===== src/pkg/dpm_pkg.sv =====
// package: constants and carriers of the code point priority map
package dpm_pkg;

   // bus and table geometry
   localparam int ADDR_W         = 8;
   localparam int DATA_W         = 8;
   localparam int PRIO_W         = 2;
   localparam int CODE_W         = 6;
   localparam int NUM_CODES      = 64;
   localparam int TABLE_W        = 128;
   localparam int NUM_REGS       = 16;
   localparam int REG_IDX_W      = 4;
   localparam int FIELD_IDX_W    = 2;

   // code point position inside the type-of-service byte
   localparam int CODE_MSB       = 7;
   localparam int CODE_LSB       = 2;

   // register offsets; the table block is aligned to sixteen bytes
   localparam logic [ADDR_W-1:0] OFS_MAP_BASE                    = 8'h60;
   localparam logic [ADDR_W-1:0] OFS_IP_PRIORITY_MAP_CODES_0C_0F = 8'h63;
   localparam logic [ADDR_W-1:0] OFS_IP_PRIORITY_MAP_CODES_10_13 = 8'h64;
   localparam logic [ADDR_W-1:0] OFS_IP_PRIORITY_MAP_CODES_14_17 = 8'h65;
   localparam logic [ADDR_W-1:0] OFS_IP_PRIORITY_MAP_CODES_18_1B = 8'h66;
   localparam logic [ADDR_W-1:0] OFS_IP_PRIORITY_MAP_CODES_1C_1F = 8'h67;
   localparam logic [ADDR_W-1:0] OFS_IP_PRIORITY_MAP_CODES_20_23 = 8'h68;
   localparam logic [ADDR_W-1:0] OFS_IP_PRIORITY_MAP_CODES_24_27 = 8'h69;
   localparam logic [ADDR_W-1:0] OFS_IP_PRIORITY_MAP_CODES_28_2B = 8'h6a;

   // reset and read values
   localparam logic [DATA_W-1:0] MAP_RESET      = 8'h00;
   localparam logic [DATA_W-1:0] RDATA_UNMAPPED = 8'h00;
   localparam logic [PRIO_W-1:0] PRIO_RESET     = 2'h0;
   localparam logic [CODE_W-1:0] CODE_RESET     = 6'h00;

   // register bus request
   typedef struct packed {
      logic [ADDR_W-1:0] addr;
      logic [DATA_W-1:0] wdata;
      logic              wr;
      logic              rd;
   } dpm_bus_req_t;

   // lookup request from frame classification
   typedef struct packed {
      logic              valid;
      logic [DATA_W-1:0] tos;
   } dpm_lkup_req_t;

   // lookup answer, one cycle after the request
   typedef struct packed {
      logic              valid;
      logic [CODE_W-1:0] code;
      logic [PRIO_W-1:0] prio;
   } dpm_lkup_rsp_t;

endpackage : dpm_pkg


===== src/verilog/dpm_map_reg.sv =====
// one eight-bit register of the priority table, four two-bit fields
`timescale 1ns/1ps
`default_nettype none

module dpm_map_reg (
   input  wire logic                        mclk,
   input  wire logic                        resetn,
   input  wire logic                        wr_en,
   input  wire logic [dpm_pkg::DATA_W-1:0]  wdata,
   output logic      [dpm_pkg::DATA_W-1:0]  value,
   output logic      [dpm_pkg::DATA_W-1:0]  value_nxt
);

   logic [dpm_pkg::DATA_W-1:0] value_r;

   // next value is exposed so a lookup in the write cycle sees the new field
   always_comb begin
      value_nxt = wr_en ? wdata : value_r;
   end

   always_ff @(posedge mclk) begin
      if (!resetn) begin
         value_r <= dpm_pkg::MAP_RESET;
      end else begin
         value_r <= value_nxt;
      end
   end

   assign value = value_r;

   field_write_a : assert property (
      @(posedge mclk) disable iff (!resetn)
      wr_en |=> value == $past(wdata)
   ) else $error("table register did not take the written value");

   field_hold_a : assert property (
      @(posedge mclk) disable iff (!resetn)
      !wr_en |=> $stable(value)
   ) else $error("table register changed without a write");

endmodule : dpm_map_reg

`default_nettype wire


===== src/verilog/dpm_priority_map.sv =====
// code point to frame priority table with register port and lookup port
//
// How it works
// - priority comes from the table field chosen by tos bits 7 to 2
// - codes 0x0c to 0x0e use bits 1-0, 3-2, 5-4 of register 0x63
// - codes 0x10 to 0x13 use fields 1-0 to 7-6 of register 0x64
// - codes 0x14 to 0x17 use fields 1-0 to 7-6 of register 0x65
// - codes 0x18 to 0x1b use fields 1-0 to 7-6 of register 0x66
// - codes 0x1c to 0x1f use fields 1-0 to 7-6 of register 0x67
// - codes 0x20 to 0x23 use fields 1-0 to 7-6 of register 0x68
// - codes 0x24 to 0x27 use fields 1-0 to 7-6 of register 0x69
// - codes 0x28 to 0x2b use fields 1-0 to 7-6 of register 0x6a
// - all 64 codes decode into a 128-bit table, two bits per code
//
// The strobed register port was left to the implementer.
`timescale 1ns/1ps
`default_nettype none

module dpm_priority_map (
   input  wire logic                           mclk,
   input  wire logic                           resetn,
   input  wire dpm_pkg::dpm_bus_req_t          bus_req,
   output logic      [dpm_pkg::DATA_W-1:0]     rdata,
   input  wire dpm_pkg::dpm_lkup_req_t         lkup_req,
   output var  dpm_pkg::dpm_lkup_rsp_t         lkup_rsp
);

   // register file state
   logic [dpm_pkg::DATA_W-1:0]    map_q   [dpm_pkg::NUM_REGS];
   logic [dpm_pkg::DATA_W-1:0]    map_nxt [dpm_pkg::NUM_REGS];
   logic [dpm_pkg::TABLE_W-1:0]   table_q;
   logic [dpm_pkg::TABLE_W-1:0]   table_nxt;

   // bus decode
   logic                          map_hit;
   logic [dpm_pkg::REG_IDX_W-1:0] reg_idx;
   logic [dpm_pkg::DATA_W-1:0]    rdata_r;

   // lookup path
   logic [dpm_pkg::CODE_W-1:0]    code;
   logic [dpm_pkg::PRIO_W-1:0]    prio_nxt;
   logic                          rsp_valid_r;
   logic [dpm_pkg::CODE_W-1:0]    rsp_code_r;
   logic [dpm_pkg::PRIO_W-1:0]    rsp_prio_r;

   // the whole 0x60-0x6f block is one aligned group of sixteen
   assign map_hit = bus_req.addr[dpm_pkg::ADDR_W-1:dpm_pkg::REG_IDX_W]
                    == dpm_pkg::OFS_MAP_BASE[dpm_pkg::ADDR_W-1:dpm_pkg::REG_IDX_W];
   assign reg_idx = bus_req.addr[dpm_pkg::REG_IDX_W-1:0];

   genvar gi;
   generate
      for (gi = 0; gi < dpm_pkg::NUM_REGS; gi++) begin : g_reg
         dpm_map_reg u_reg (
            .mclk      (mclk),
            .resetn    (resetn),
            .wr_en     (bus_req.wr && map_hit && (int'(reg_idx) == gi)),
            .wdata     (bus_req.wdata),
            .value     (map_q[gi]),
            .value_nxt (map_nxt[gi])
         );
         assign table_q[gi*dpm_pkg::DATA_W +: dpm_pkg::DATA_W]   = map_q[gi];
         assign table_nxt[gi*dpm_pkg::DATA_W +: dpm_pkg::DATA_W] = map_nxt[gi];
      end
   endgenerate

   // read back; unmapped reads give zero, writes there are dropped
   always_ff @(posedge mclk) begin
      if (!resetn) begin
         rdata_r <= dpm_pkg::RDATA_UNMAPPED;
      end else if (bus_req.rd) begin
         rdata_r <= map_hit ? map_q[reg_idx] : dpm_pkg::RDATA_UNMAPPED;
      end
   end

   assign rdata = rdata_r;

   // code point from type-of-service bits 7 to 2
   assign code = lkup_req.tos[dpm_pkg::CODE_MSB:dpm_pkg::CODE_LSB];

   // full decode into the flat table
   // next-state table so a same-cycle write is not missed
   assign prio_nxt = table_nxt[int'(code) * dpm_pkg::PRIO_W +: dpm_pkg::PRIO_W];

   // answer registered: costs one cycle, keeps the output glitch free
   always_ff @(posedge mclk) begin
      if (!resetn) begin
         rsp_valid_r <= 1'b0;
      end else begin
         rsp_valid_r <= lkup_req.valid;
      end
   end

   always_ff @(posedge mclk) begin
      if (!resetn) begin
         rsp_code_r <= dpm_pkg::CODE_RESET;
         rsp_prio_r <= dpm_pkg::PRIO_RESET;
      end else if (lkup_req.valid) begin
         rsp_code_r <= code;
         rsp_prio_r <= prio_nxt;
      end
   end

   assign lkup_rsp.valid = rsp_valid_r;
   assign lkup_rsp.code  = rsp_code_r;
   assign lkup_rsp.prio  = rsp_prio_r;

   // checking helpers
   function automatic logic [dpm_pkg::PRIO_W-1:0] pick_field(
      input logic [dpm_pkg::DATA_W-1:0]      r,
      input logic [dpm_pkg::FIELD_IDX_W-1:0] f
   );
      logic [dpm_pkg::PRIO_W-1:0] p;
      p = r[1:0];
      unique case (f)
         2'h0: p = r[1:0];
         2'h1: p = r[3:2];
         2'h2: p = r[5:4];
         2'h3: p = r[7:6];
      endcase
      return p;
   endfunction : pick_field

   function automatic int reg_of(input logic [dpm_pkg::ADDR_W-1:0] ofs);
      return int'(ofs - dpm_pkg::OFS_MAP_BASE);
   endfunction : reg_of

   // checking model: a second copy of the table fed from the bus alone
   logic [dpm_pkg::DATA_W-1:0]    ref_r [dpm_pkg::NUM_REGS];

   always_ff @(posedge mclk) begin
      if (!resetn) begin
         for (int i = 0; i < dpm_pkg::NUM_REGS; i++) begin
            ref_r[i] <= dpm_pkg::MAP_RESET;
         end
      end else if (bus_req.wr
                   && bus_req.addr[dpm_pkg::ADDR_W-1:dpm_pkg::REG_IDX_W]
                      == dpm_pkg::OFS_MAP_BASE[dpm_pkg::ADDR_W-1:dpm_pkg::REG_IDX_W]) begin
         ref_r[bus_req.addr[dpm_pkg::REG_IDX_W-1:0]] <= bus_req.wdata;
      end
   end

   // a register's four codes map to its four fields in order
   property grp_map_p(logic [dpm_pkg::ADDR_W-1:0] ofs);
      @(posedge mclk) disable iff (!resetn)
      lkup_req.valid && (int'(code[dpm_pkg::CODE_W-1:dpm_pkg::FIELD_IDX_W]) == reg_of(ofs))
      |=> lkup_rsp.valid
          && lkup_rsp.prio == pick_field($past(map_nxt[reg_of(ofs)]),
                                         $past(code[dpm_pkg::FIELD_IDX_W-1:0]));
   endproperty

   code_field_a : assert property (
      @(posedge mclk) disable iff (!resetn)
      lkup_req.valid |=> lkup_rsp.valid && lkup_rsp.code == $past(lkup_req.tos[7:2])
   ) else $error("answer code is not tos bits 7 to 2");

   code_ignore_low_a : assert property (
      @(posedge mclk) disable iff (!resetn)
      lkup_req.valid ##1 lkup_req.valid
      && lkup_req.tos[7:2] == $past(lkup_req.tos[7:2])
      && !$past(bus_req.wr) && !bus_req.wr
      |=> lkup_rsp.prio == $past(lkup_rsp.prio)
   ) else $error("tos bits 1 to 0 changed the priority");

   codes_0c_0e_a : assert property (
      @(posedge mclk) disable iff (!resetn)
      lkup_req.valid && code inside {6'h0c, 6'h0d, 6'h0e}
      |=> (($past(code) == 6'h0c) && lkup_rsp.prio == $past(map_nxt[3][1:0]))
       || (($past(code) == 6'h0d) && lkup_rsp.prio == $past(map_nxt[3][3:2]))
       || (($past(code) == 6'h0e) && lkup_rsp.prio == $past(map_nxt[3][5:4]))
   ) else $error("codes 0x0c to 0x0e use wrong field of register 0x63");

   codes_10_13_a : assert property (
      grp_map_p(dpm_pkg::OFS_IP_PRIORITY_MAP_CODES_10_13)
   ) else $error("codes 0x10 to 0x13 use wrong field");

   codes_14_17_a : assert property (
      grp_map_p(dpm_pkg::OFS_IP_PRIORITY_MAP_CODES_14_17)
   ) else $error("codes 0x14 to 0x17 use wrong field");

   codes_18_1b_a : assert property (
      grp_map_p(dpm_pkg::OFS_IP_PRIORITY_MAP_CODES_18_1B)
   ) else $error("codes 0x18 to 0x1b use wrong field");

   codes_1c_1f_a : assert property (
      grp_map_p(dpm_pkg::OFS_IP_PRIORITY_MAP_CODES_1C_1F)
   ) else $error("codes 0x1c to 0x1f use wrong field");

   codes_20_23_a : assert property (
      grp_map_p(dpm_pkg::OFS_IP_PRIORITY_MAP_CODES_20_23)
   ) else $error("codes 0x20 to 0x23 use wrong field");

   codes_24_27_a : assert property (
      grp_map_p(dpm_pkg::OFS_IP_PRIORITY_MAP_CODES_24_27)
   ) else $error("codes 0x24 to 0x27 use wrong field");

   codes_28_2b_a : assert property (
      grp_map_p(dpm_pkg::OFS_IP_PRIORITY_MAP_CODES_28_2B)
   ) else $error("codes 0x28 to 0x2b use wrong field");

   // independent spot check: a write to 0x64 then code 0x13 gives bits 7-6
   write_then_lookup_a : assert property (
      @(posedge mclk) disable iff (!resetn)
      bus_req.wr && bus_req.addr == 8'h64 ##1 lkup_req.valid && code == 6'h13 && !bus_req.wr
      |=> lkup_rsp.prio == $past(bus_req.wdata[7:6], 2)
   ) else $error("code 0x13 does not follow register 0x64 bits 7-6");

   full_table_a : assert property (
      @(posedge mclk) disable iff (!resetn)
      lkup_req.valid && !bus_req.wr
      |=> lkup_rsp.prio == $past(table_q[2*int'(code) +: 2])
   ) else $error("priority is not the table pair of the code");

   same_cycle_write_a : assert property (
      @(posedge mclk) disable iff (!resetn)
      lkup_req.valid && bus_req.wr && map_hit
      && bus_req.addr[3:0] == code[5:2]
      |=> lkup_rsp.prio == pick_field($past(bus_req.wdata), $past(code[1:0]))
   ) else $error("lookup missed the field written in the same cycle");

   property write_read_p;
      logic [dpm_pkg::DATA_W-1:0] d;
      logic [dpm_pkg::ADDR_W-1:0] a;
      @(posedge mclk) disable iff (!resetn)
      (bus_req.wr && map_hit, d = bus_req.wdata, a = bus_req.addr)
      ##1 (bus_req.rd && bus_req.addr == a)
      |=> rdata == d;
   endproperty

   write_read_a : assert property (
      write_read_p
   ) else $error("read did not return the last written value");

   unmapped_read_a : assert property (
      @(posedge mclk) disable iff (!resetn)
      bus_req.rd && !map_hit |=> rdata == 8'h00
   ) else $error("unmapped read did not return zero");

   reset_clear_a : assert property (
      @(posedge mclk)
      !resetn |=> table_q == '0 && !lkup_rsp.valid
   ) else $error("table or answer not cleared by reset");

   rsp_only_after_req_a : assert property (
      @(posedge mclk) disable iff (!resetn)
      !lkup_req.valid |=> !lkup_rsp.valid
   ) else $error("answer without a request");

   rsp_hold_a : assert property (
      @(posedge mclk) disable iff (!resetn)
      !lkup_req.valid |=> $stable(lkup_rsp.code) && $stable(lkup_rsp.prio)
   ) else $error("answer changed without a request");

   back_to_back_a : assert property (
      @(posedge mclk) disable iff (!resetn)
      lkup_req.valid ##1 lkup_req.valid |=> lkup_rsp.valid && lkup_rsp.code == $past(code)
   ) else $error("back-to-back answer out of order");

   rdata_hold_a : assert property (
      @(posedge mclk) disable iff (!resetn)
      !bus_req.rd |=> $stable(rdata)
   ) else $error("read data changed without a read");

   table_hold_a : assert property (
      @(posedge mclk) disable iff (!resetn)
      !bus_req.wr |=> $stable(table_q)
   ) else $error("table changed without a write");

   unmapped_write_a : assert property (
      @(posedge mclk) disable iff (!resetn)
      bus_req.wr && !map_hit |=> $stable(table_q)
   ) else $error("unmapped write changed the table");

   // a mapped write lands in its byte
   write_lands_a : assert property (
      @(posedge mclk) disable iff (!resetn)
      bus_req.wr && map_hit
      |=> table_q[int'($past(reg_idx)) * dpm_pkg::DATA_W +: dpm_pkg::DATA_W] == $past(bus_req.wdata)
   ) else $error("written byte did not land in the table");

   // a write elsewhere leaves the lookup alone
   other_write_a : assert property (
      @(posedge mclk) disable iff (!resetn)
      lkup_req.valid && bus_req.wr && map_hit && reg_idx != code[dpm_pkg::CODE_W-1:dpm_pkg::FIELD_IDX_W]
      |=> lkup_rsp.prio == $past(table_q[int'(code) * dpm_pkg::PRIO_W +: dpm_pkg::PRIO_W])
   ) else $error("a write to another register changed the answer");

   reset_outputs_a : assert property (
      @(posedge mclk)
      !resetn |=> rdata == dpm_pkg::RDATA_UNMAPPED && lkup_rsp.code == dpm_pkg::CODE_RESET
                  && lkup_rsp.prio == dpm_pkg::PRIO_RESET
   ) else $error("outputs not cleared by reset");

   // every table byte serves its own four codes
   for (gi = 0; gi < dpm_pkg::NUM_REGS; gi++) begin : g_chk
      table_byte_a : assert property (
         @(posedge mclk) disable iff (!resetn)
         lkup_req.valid && !bus_req.wr && int'(code[dpm_pkg::CODE_W-1:dpm_pkg::FIELD_IDX_W]) == gi
         |=> lkup_rsp.prio == pick_field($past(ref_r[gi]), $past(code[dpm_pkg::FIELD_IDX_W-1:0]))
      ) else $error("a code did not use its own table byte");

      reg_read_a : assert property (
         @(posedge mclk) disable iff (!resetn)
         bus_req.rd && map_hit && int'(reg_idx) == gi |=> rdata == $past(ref_r[gi])
      ) else $error("read did not return its register");

      ref_match_a : assert property (
         @(posedge mclk) disable iff (!resetn)
         map_q[gi] == ref_r[gi]
      ) else $error("a table register differs from the bus history");

      reg_reset_a : assert property (
         @(posedge mclk)
         !resetn |=> map_q[gi] == dpm_pkg::MAP_RESET
      ) else $error("a table register was not cleared by reset");
   end

   // main scenarios
   lookup_0c_c : cover property (
      @(posedge mclk) disable iff (!resetn)
      lkup_req.valid && code == 6'h0c ##1 lkup_rsp.prio != 2'h0
   );

   lookup_2b_c : cover property (
      @(posedge mclk) disable iff (!resetn)
      bus_req.wr && bus_req.addr == 8'h6a ##[1:20] lkup_req.valid && code == 6'h2b
   );

   same_cycle_c : cover property (
      @(posedge mclk) disable iff (!resetn)
      lkup_req.valid && bus_req.wr && map_hit && bus_req.addr[3:0] == code[5:2]
   );

   back_to_back_c : cover property (
      @(posedge mclk) disable iff (!resetn)
      lkup_req.valid [*3] ##1 lkup_rsp.valid
   );

   unmapped_read_c : cover property (
      @(posedge mclk) disable iff (!resetn)
      bus_req.rd && !map_hit
   );

endmodule : dpm_priority_map

`default_nettype wire


===== config.mk =====
export PLATFORM = sky130hd
export DESIGN_NAME = dpm_priority_map
export DESIGN_NICKNAME = d
export VERILOG_FILES = /design/src/pkg/dpm_pkg.sv /design/src/verilog/dpm_map_reg.sv /design/src/verilog/dpm_priority_map.sv
export SDC_FILE = /design/constraint.sdc
export NUM_CORES = 1
export LEC_CHECK = 0
export BUFFER_PORTS_ARGS = -buffer_cell sky130_fd_sc_hd__buf_2
export CAP_MARGIN = 20
export CORE_ASPECT_RATIO = 1.1
export CORE_MARGIN = 5
export CORE_UTILIZATION = 50
export DETAILED_ROUTE_END_ITERATION = 6
export PLACE_DENSITY = 0.7
export SYNTH_ARGS = -nofsm -noshare
export SYNTH_HDL_FRONTEND = slang
export SYNTH_SLANG_ARGS = --single-unit

===== constraint.sdc =====
create_clock -name mclk -period 7.8 [get_ports mclk]
set_clock_uncertainty 0.1 [all_clocks]
set_input_delay 1.56 -clock mclk [delete_from_list [all_inputs] [get_ports mclk]]
set_output_delay 1.56 -clock mclk [all_outputs]
set_load 0.1 [all_outputs]

==> results of run 1 <==
cells in the mapped netlist (2+ instances only):
cell       instances  area (um2)
buf_1             12        45.0
buf_4              3        22.5
dfxtp_1          145        2900
buf_2              9        45.0
a21oi_1            6        30.0
a31oi_1            3        18.8
nor4_4             3        63.8
nand3_1           19        95.1
a21boi_0           9        67.6
o22ai_1            4        25.0
o21ai_0            4        20.0
nand4_1            5        31.3
mux2_2             4        45.0
nor4_1             3        18.8
mux4_2            58        1310
clkbuf_1          41         154
a2111oi_0          2        17.5
and2_1             3        18.8
nor3_1             4        20.0
a211oi_1           4        30.0
nand4b_1           2        17.5
a22oi_1            6        45.0
nand3b_1           4        30.0
nor3_4             3        48.8
o211ai_1           7        52.6
nor2b_1          135         845
nand2b_1          16         100
nor2_1            12        45.0
mux2i_1          147        1470
nor3_2             4        40.0
inv_1              4        15.0
nand2_1           16        60.1
area by class of cell:
| type | count | area, um2 |
|---|---|---|
| Clock inverter | 9 | 154 |
| Timing Repair Buffer | 52 | 303 |
| Multi-Input combinational cell | 498 | 4740 |
| Clock buffer | 22 | 484 |
| Inverter | 4 | 15.0 |
| Tap cell | 200 | 250 |
| Antenna cell | 1 | 2.50 |
| Fill cell | 1316 | 6770 |
| Sequential cell | 145 | 2900 |
per-layer routing:
layer  vias up  part of all wire  GRT usage  wire length, um
met4         0             0.041      0.119              855
met3        54             0.063     0.0529             1320
met5         -                 0          0                0
met2       219              0.48      0.387            10100
li1       2610                 -          -                -
met1      2792              0.42      0.301             8730
final timing paths:
| path | start | to | cells after the start | slack [ns] |
|---|---|---|---|---|
| setup / recovery | bus_req[11] | rsp_prio_r[1] | 10 | 3.16 |
| hold / removal | rdata[0] | rdata[0] | 2 | 0.38 |
| setup reg to reg | g_reg[1].u_reg.value[2] | rsp_prio_r[0] | 6 | 5.85 |
| hold reg to reg | rdata[0] | rdata[0] | 2 | 0.38 |
per-stage QoR:
stage	util	area (um2)	worst slack, ns	hold slack (ns)
floorplan	-	7930	4.00	0.390
global placement	0.524	8180	2.89	0.369
detailed placement	0.524	8180	2.87	0.372
CTS	0.565	8820	3.26	0.382
global route	0.567	8850	3.10	0.398
finish	0.567	8850	3.16	0.375
registers in the layout, summed over array words and instances, names as in the netlist:
register,count
g.u_reg.value,128
rdata,8
rsp_code_r,6
rsp_prio_r,2
rsp_valid_r,1
power by group:
part | total (mW) | switching [mW] | internal (mW)
logic | 0.151 | 0.102 | 0.0494
registers | 0.747 | 0.00237 | 0.744
clock network | 0.880 | 0.313 | 0.567
total | 1.78 | 0.418 | 1.36
critical path, cell delays in order:
cell and delay, ns:
buf_2 0.30, buf_4 0.35, nand2b_1 0.27, nor3_2 0.94, mux2i_1 0.24, mux4_2 0.49
nand2b_1 0.16, a31oi_1 0.32, o211ai_1 0.15, nand4_1 0.10
kinds of logic (layout without fill, tap and decap cells):
family,Yosys count,in the layout,share of synthesized area
and+or+nand+nor,235,235,0.190
muxes,210,210,0.359
DFF,145,145,0.366
buffers and inverters,70,87,0.0369
AOI/OAI and AO/OA,53,53,0.0478
other,0,1,0
cell usage in the layout, fill, tap and decap left out, types with 12 or more instances in the layout:
master,instances
buf_2,43
clkbuf_16,17
dfxtp_1,145
mux2i_1,147
mux4_2,58
nand2_1,16
nand2b_1,16
nand3_1,19
nor2_1,12
nor2b_1,135
==> flow_summary.json, run 1 <==
{
  "status": "finished clean",
  "slew_viol_final": 0,
  "cts-resized-gates": 0,
  "drtIter0Drc": 523,
  "power.total_mw": 1.78,
  "final_antenna_net_count": 0,
  "grt_pass1_wl_um": 33700,
  "drt-pass1-iter-count": 7,
  "synth_nets": 742,
  "synth.avg_cell_area_um2": 11.1,
  "grt_max_degree": 143,
  "num_vias": 5675,
  "synth.distinct_cells": 48,
  "worstSetupPathType": "input pin to flip-flop",
  "postSynthCellCount": 713,
  "wl_per_cell_um": 22.6,
  "grt_pass1_vias": 5956,
  "final_hold_viol_count": 0,
  "detail_route.vias_per_cell": 6.10,
  "cts_max_level": 4,
  "synth-edff-count": 0,
  "route.detailed.drc": 0,
  "power.leakage_nw": 3.11,
  "cap_viol_max_count": 0,
  "dp.cells": 898,
  "setup_tns_ns": 0,
  "die_area_mm2": 0.0185,
  "worstMarginPinSlew_ns": 1.12,
  "cp.arrival_ns": 4.91,
  "clockRootBuffer": "clkbuf_16",
  "cts_tree": "done",
  "dp_hpwl_um": 14500,
  "ctsHoldBuffers": 0,
  "synth_ff_type": "dfxtp_1",
  "start_util": 0.508,
  "period_needed_ns": 4.64,
  "die_w_um": 130,
  "syn_area_mm2": 0.00793,
  "irDropWorstVdd_uv": 142,
  "clockBufferDepth": 2,
  "layout-drive-gt1-share": 0.219,
  "rows": 48,
  "core-area_mm2": 0.0156,
  "wl_um": 21000,
  "fin_cells": 931,
  "ys_seq_area_frac": 0.366,
  "postCtsSetupBuffers": 0,
  "io_pins": 46,
  "die_height_um": 142,
  "async_flop_share": 0,
  "holdCritPathClass": "flip-flop to flip-flop",
  "required_ns": 8.06,
  "cp-start-kind": "input pin",
  "setup_violations": 0,
  "ys_ff_latch": 145,
  "cts_buffers": 17,
  "clock_latency_ns": 0.42,
  "grt_setup_unrepaired": "false",
  "gp_congestion": 0.915,
  "yosys_warnings": 0,
  "path_clk_slew_ns": 0.06,
  "num-nets-final": 747,
  "path_max_fanout": 22,
  "p_per_area_mw_per_mm2": 201,
  "grt_use_total": 0.239,
  "fmax_mhz": 215,
  "min_period_over_period": 0.595,
  "slew_headroom": 0.248,
  "grt_overflow": 0,
  "portBuffers": 43,
  "syn2layout_area_growth_pct": 11.6,
  "cts_sinks": 145,
  "antenna_found_initial": 1,
  "cp-end-kind": "flip-flop"
}
Power figures use the tool's default switching activity.
==> inputs of run 2 (changes only) <==
--- a/config.mk
+++ b/config.mk
@@ -5,13 +5,14 @@
 export SDC_FILE = /design/constraint.sdc
 export NUM_CORES = 1
 export LEC_CHECK = 0
+export ABC_AREA = 1
 export BUFFER_PORTS_ARGS = -buffer_cell sky130_fd_sc_hd__buf_2
 export CAP_MARGIN = 20
 export CORE_ASPECT_RATIO = 1.1
 export CORE_MARGIN = 5
 export CORE_UTILIZATION = 50
 export DETAILED_ROUTE_END_ITERATION = 6
-export PLACE_DENSITY = 0.7
+export PLACE_DENSITY = 0.73
 export SYNTH_ARGS = -nofsm -noshare
 export SYNTH_HDL_FRONTEND = slang
 export SYNTH_SLANG_ARGS = --single-unit
==> constraint.sdc (replaced) <==
create_clock -name mclk -period 4.25 [get_ports mclk]
set_clock_uncertainty 0.1 [all_clocks]
set_input_delay 0.85 -clock mclk [delete_from_list [all_inputs] [get_ports mclk]]
set_output_delay 0.85 -clock mclk [all_outputs]
set_load 0.1 [all_outputs]
==> flow_summary.json, run 2 <==
{
  "path_clk_slew_ns": 0.06,
  "drtIter0Drc": 1294,
  "clockBufferDepth": 2,
  "rows": 46,
  "num_vias": 8202,
  "ys_top_cells_by_area": "dfxtp_1 (39%), nand3_1 (17%), nand2_1 (15%)",
  "crit_top_cell": "nand3_1",
  "slew_headroom": 0.357,
  "timing.rr.start": "g_reg[12].u_reg.value[0]",
  "layout-drive-gt1-share": 0.115,
  "worstMarginPinSlew_ns": 0.965,
  "hp-start": "rdata[3]",
  "ys_ff_latch": 145,
  "dp_hpwl_um": 16500,
  "detail_route.vias_per_cell": 6.25,
  "cts_max_level": 4,
  "combPwrFrac": 0.104,
  "worstSetupPathType": "input pin to flip-flop",
  "largest_reg_flops": 128,
  "ys_seq_area_frac": 0.389,
  "wl_per_cell_um": 19.8,
  "grt_pass1_vias": 7324,
  "start_util": 0.514,
  "syn2layout_area_growth_pct": 12.2,
  "portBuffers": 43,
  "setup_tns_ns": 0,
  "fmax_mhz": 345,
  "die_w_um": 126,
  "core-area_mm2": 0.0145,
  "async_flop_share": 0,
  "path_max_fanout": 22,
  "cp_num_buf_inv": 4,
  "required_ns": 4.53,
  "power_frac_seq": 0.428,
  "wl_um": 26000,
  "whs_ns": 0.366,
  "startpoint": "bus_req[11]",
  "io_pins": 46,
  "grt_use_total": 0.289,
  "die_height_um": 138,
  "p_int_mw": 2.32,
  "grt_pass1_wl_um": 40000,
  "synth_ff_type": "dfxtp_1",
  "grt_overflow": 0,
  "final_antenna_net_count": 0,
  "final_hold_viol_count": 0,
  "cp_cell_sequence": "buf_2 > inv_2 > nor2_4 > buf_4 > nand2_1 > nor2_2 > nand2_1 > nand3_1 > nand3_1 > nand3_1 > nand3_1 > nand3_1 > nand3_1 > nand3_1 > nand2_1 > inv_1",
  "final_common_cell": "nand2_1",
  "grt_setup_unrepaired": "false",
  "yosys.area.top_type": "dfxtp_1",
  "period_needed_ns": 2.90,
  "ys_top_cells_by_count": "nand2_1 (291), nand3_1 (254), a21oi_1 (168)",
  "cts-resized-gates": 0,
  "num-nets-final": 1136,
  "power.leakage_nw": 3.08,
  "insertedDiodeCount": 0,
  "yosys_warnings": 0,
  "min_period_over_period": 0.683,
  "route.detailed.drc": 0,
  "cts_buffers": 17,
  "status": "finished clean",
  "synth.distinct_cells": 22,
  "cts_sinks": 145,
  "postCtsSetupBuffers": 0,
  "setup_violations": 0,
  "switching_share": 0.276,
  "slowest_delay_ns": 0.37,
  "cap_viol_max_count": 0,
  "antenna_found_initial": 0,
  "clockRootBuffer": "clkbuf_16",
  "die_area_mm2": 0.0175,
  "drt-pass1-iter-count": 5,
  "layout_common_cells": "nand2_1 (291), nand3_1 (254), a21oi_1 (168), dfxtp_1 (145), a22oi_1 (64)",
  "clock_latency_ns": 0.44,
  "syn_area_mm2": 0.00746,
  "p_switching_uw": 885,
  "p_per_area_mw_per_mm2": 383,
  "synth.avg_cell_area_um2": 6.80,
  "synth-edff-count": 0,
  "power.total_mw": 3.20,
  "ctsHoldBuffers": 0,
  "cp-end-kind": "flip-flop",
  "synth_nets": 1126,
  "grt_max_degree": 89,
  "cts_tree": "done",
  "holdCritPathClass": "flip-flop to flip-flop",
  "cp_top_family": "simple AND/OR/NAND/NOR gates",
  "gp_congestion": 0.948,
  "cp.arrival_ns": 3.18,
  "pwr-share-clk": 0.468,
  "slowest_stage": "buf_4",
  "postSynthCellCount": 1097,
  "synth.most_common_cell": "nand2_1",
  "synth_top_area_frac": 0.389,
  "cp-start-kind": "input pin",
  "irDropWorstVdd_uv": 261,
  "slew_viol_final": 0
}
## run 2: power groups by stage
stage,Clock (mW),Combinational [mW],Sequential (mW)
2_1_floorplan,0,0.181,1.44
3_3_place_gp,0,0.322,1.40
3_5_place_dp,0,0.323,1.40
4_1_cts,1.49,0.325,1.37
5_1_grt,1.55,0.353,1.37
6_report,1.50,0.334,1.37
## run 2: cell type report
| cell class | instances | area (um2) |
|---|---|---|
| Sequential cell | 145 | 2900 |
| Tap cell | 192 | 240 |
| Multi-Input combinational cell | 838 | 4110 |
| Inverter | 43 | 164 |
| Timing Repair Buffer | 62 | 370 |
| Fill cell | 1410 | 6140 |
| Clock inverter | 14 | 141 |
| Clock buffer | 18 | 439 |
## run 2: metal layers
layer / up-vias / track usage / part of all wire
li1: 3861 / - / -
met1: 3706 / 0.398 / 0.41
met2: 535 / 0.419 / 0.43
met3: 100 / 0.0647 / 0.11
met4: 0 / 0.154 / 0.049
met5: - / 0 / 0
## run 2: final timing paths
kind,to,slack [ns],cells past startpoint
setup / recovery,rsp_prio_r[1],1.35,16
setup reg to reg,rdata[0],2.51,4
hold / removal,rdata[3],0.37,2
hold reg to reg,rdata[3],0.37,2
## run 2: cell families (layout without fill, tap and decap cells)
group           Yosys count  after routing  synth area share
flops                   145            145             0.389
compound gates          252            252             0.195
simple gates            586            586             0.356
buf+inv                 114            137            0.0596
## run 2: per-stage QoR
stage / worst slack (ns) / utilization / instances / cell area, um2
2_1_floorplan: 1.79 / - / 1097 / 7460
3_3_place_gp: 0.976 / 0.537 / 1280 / 7790
3_5_place_dp: 0.970 / 0.537 / 1280 / 7790
4_1_cts: 1.41 / 0.577 / 1312 / 8370
5_1_grt: 1.14 / 0.577 / 1312 / 8370
6_report: 1.35 / 0.577 / 1312 / 8370
## run 2: worst reg2reg max path, stage by stage (launching register included)
cell,delay (ns)
dfxtp_1,0.31
a22oi_1,0.34
a21oi_1,0.12
o41ai_1,0.57
a21oi_1,0.15
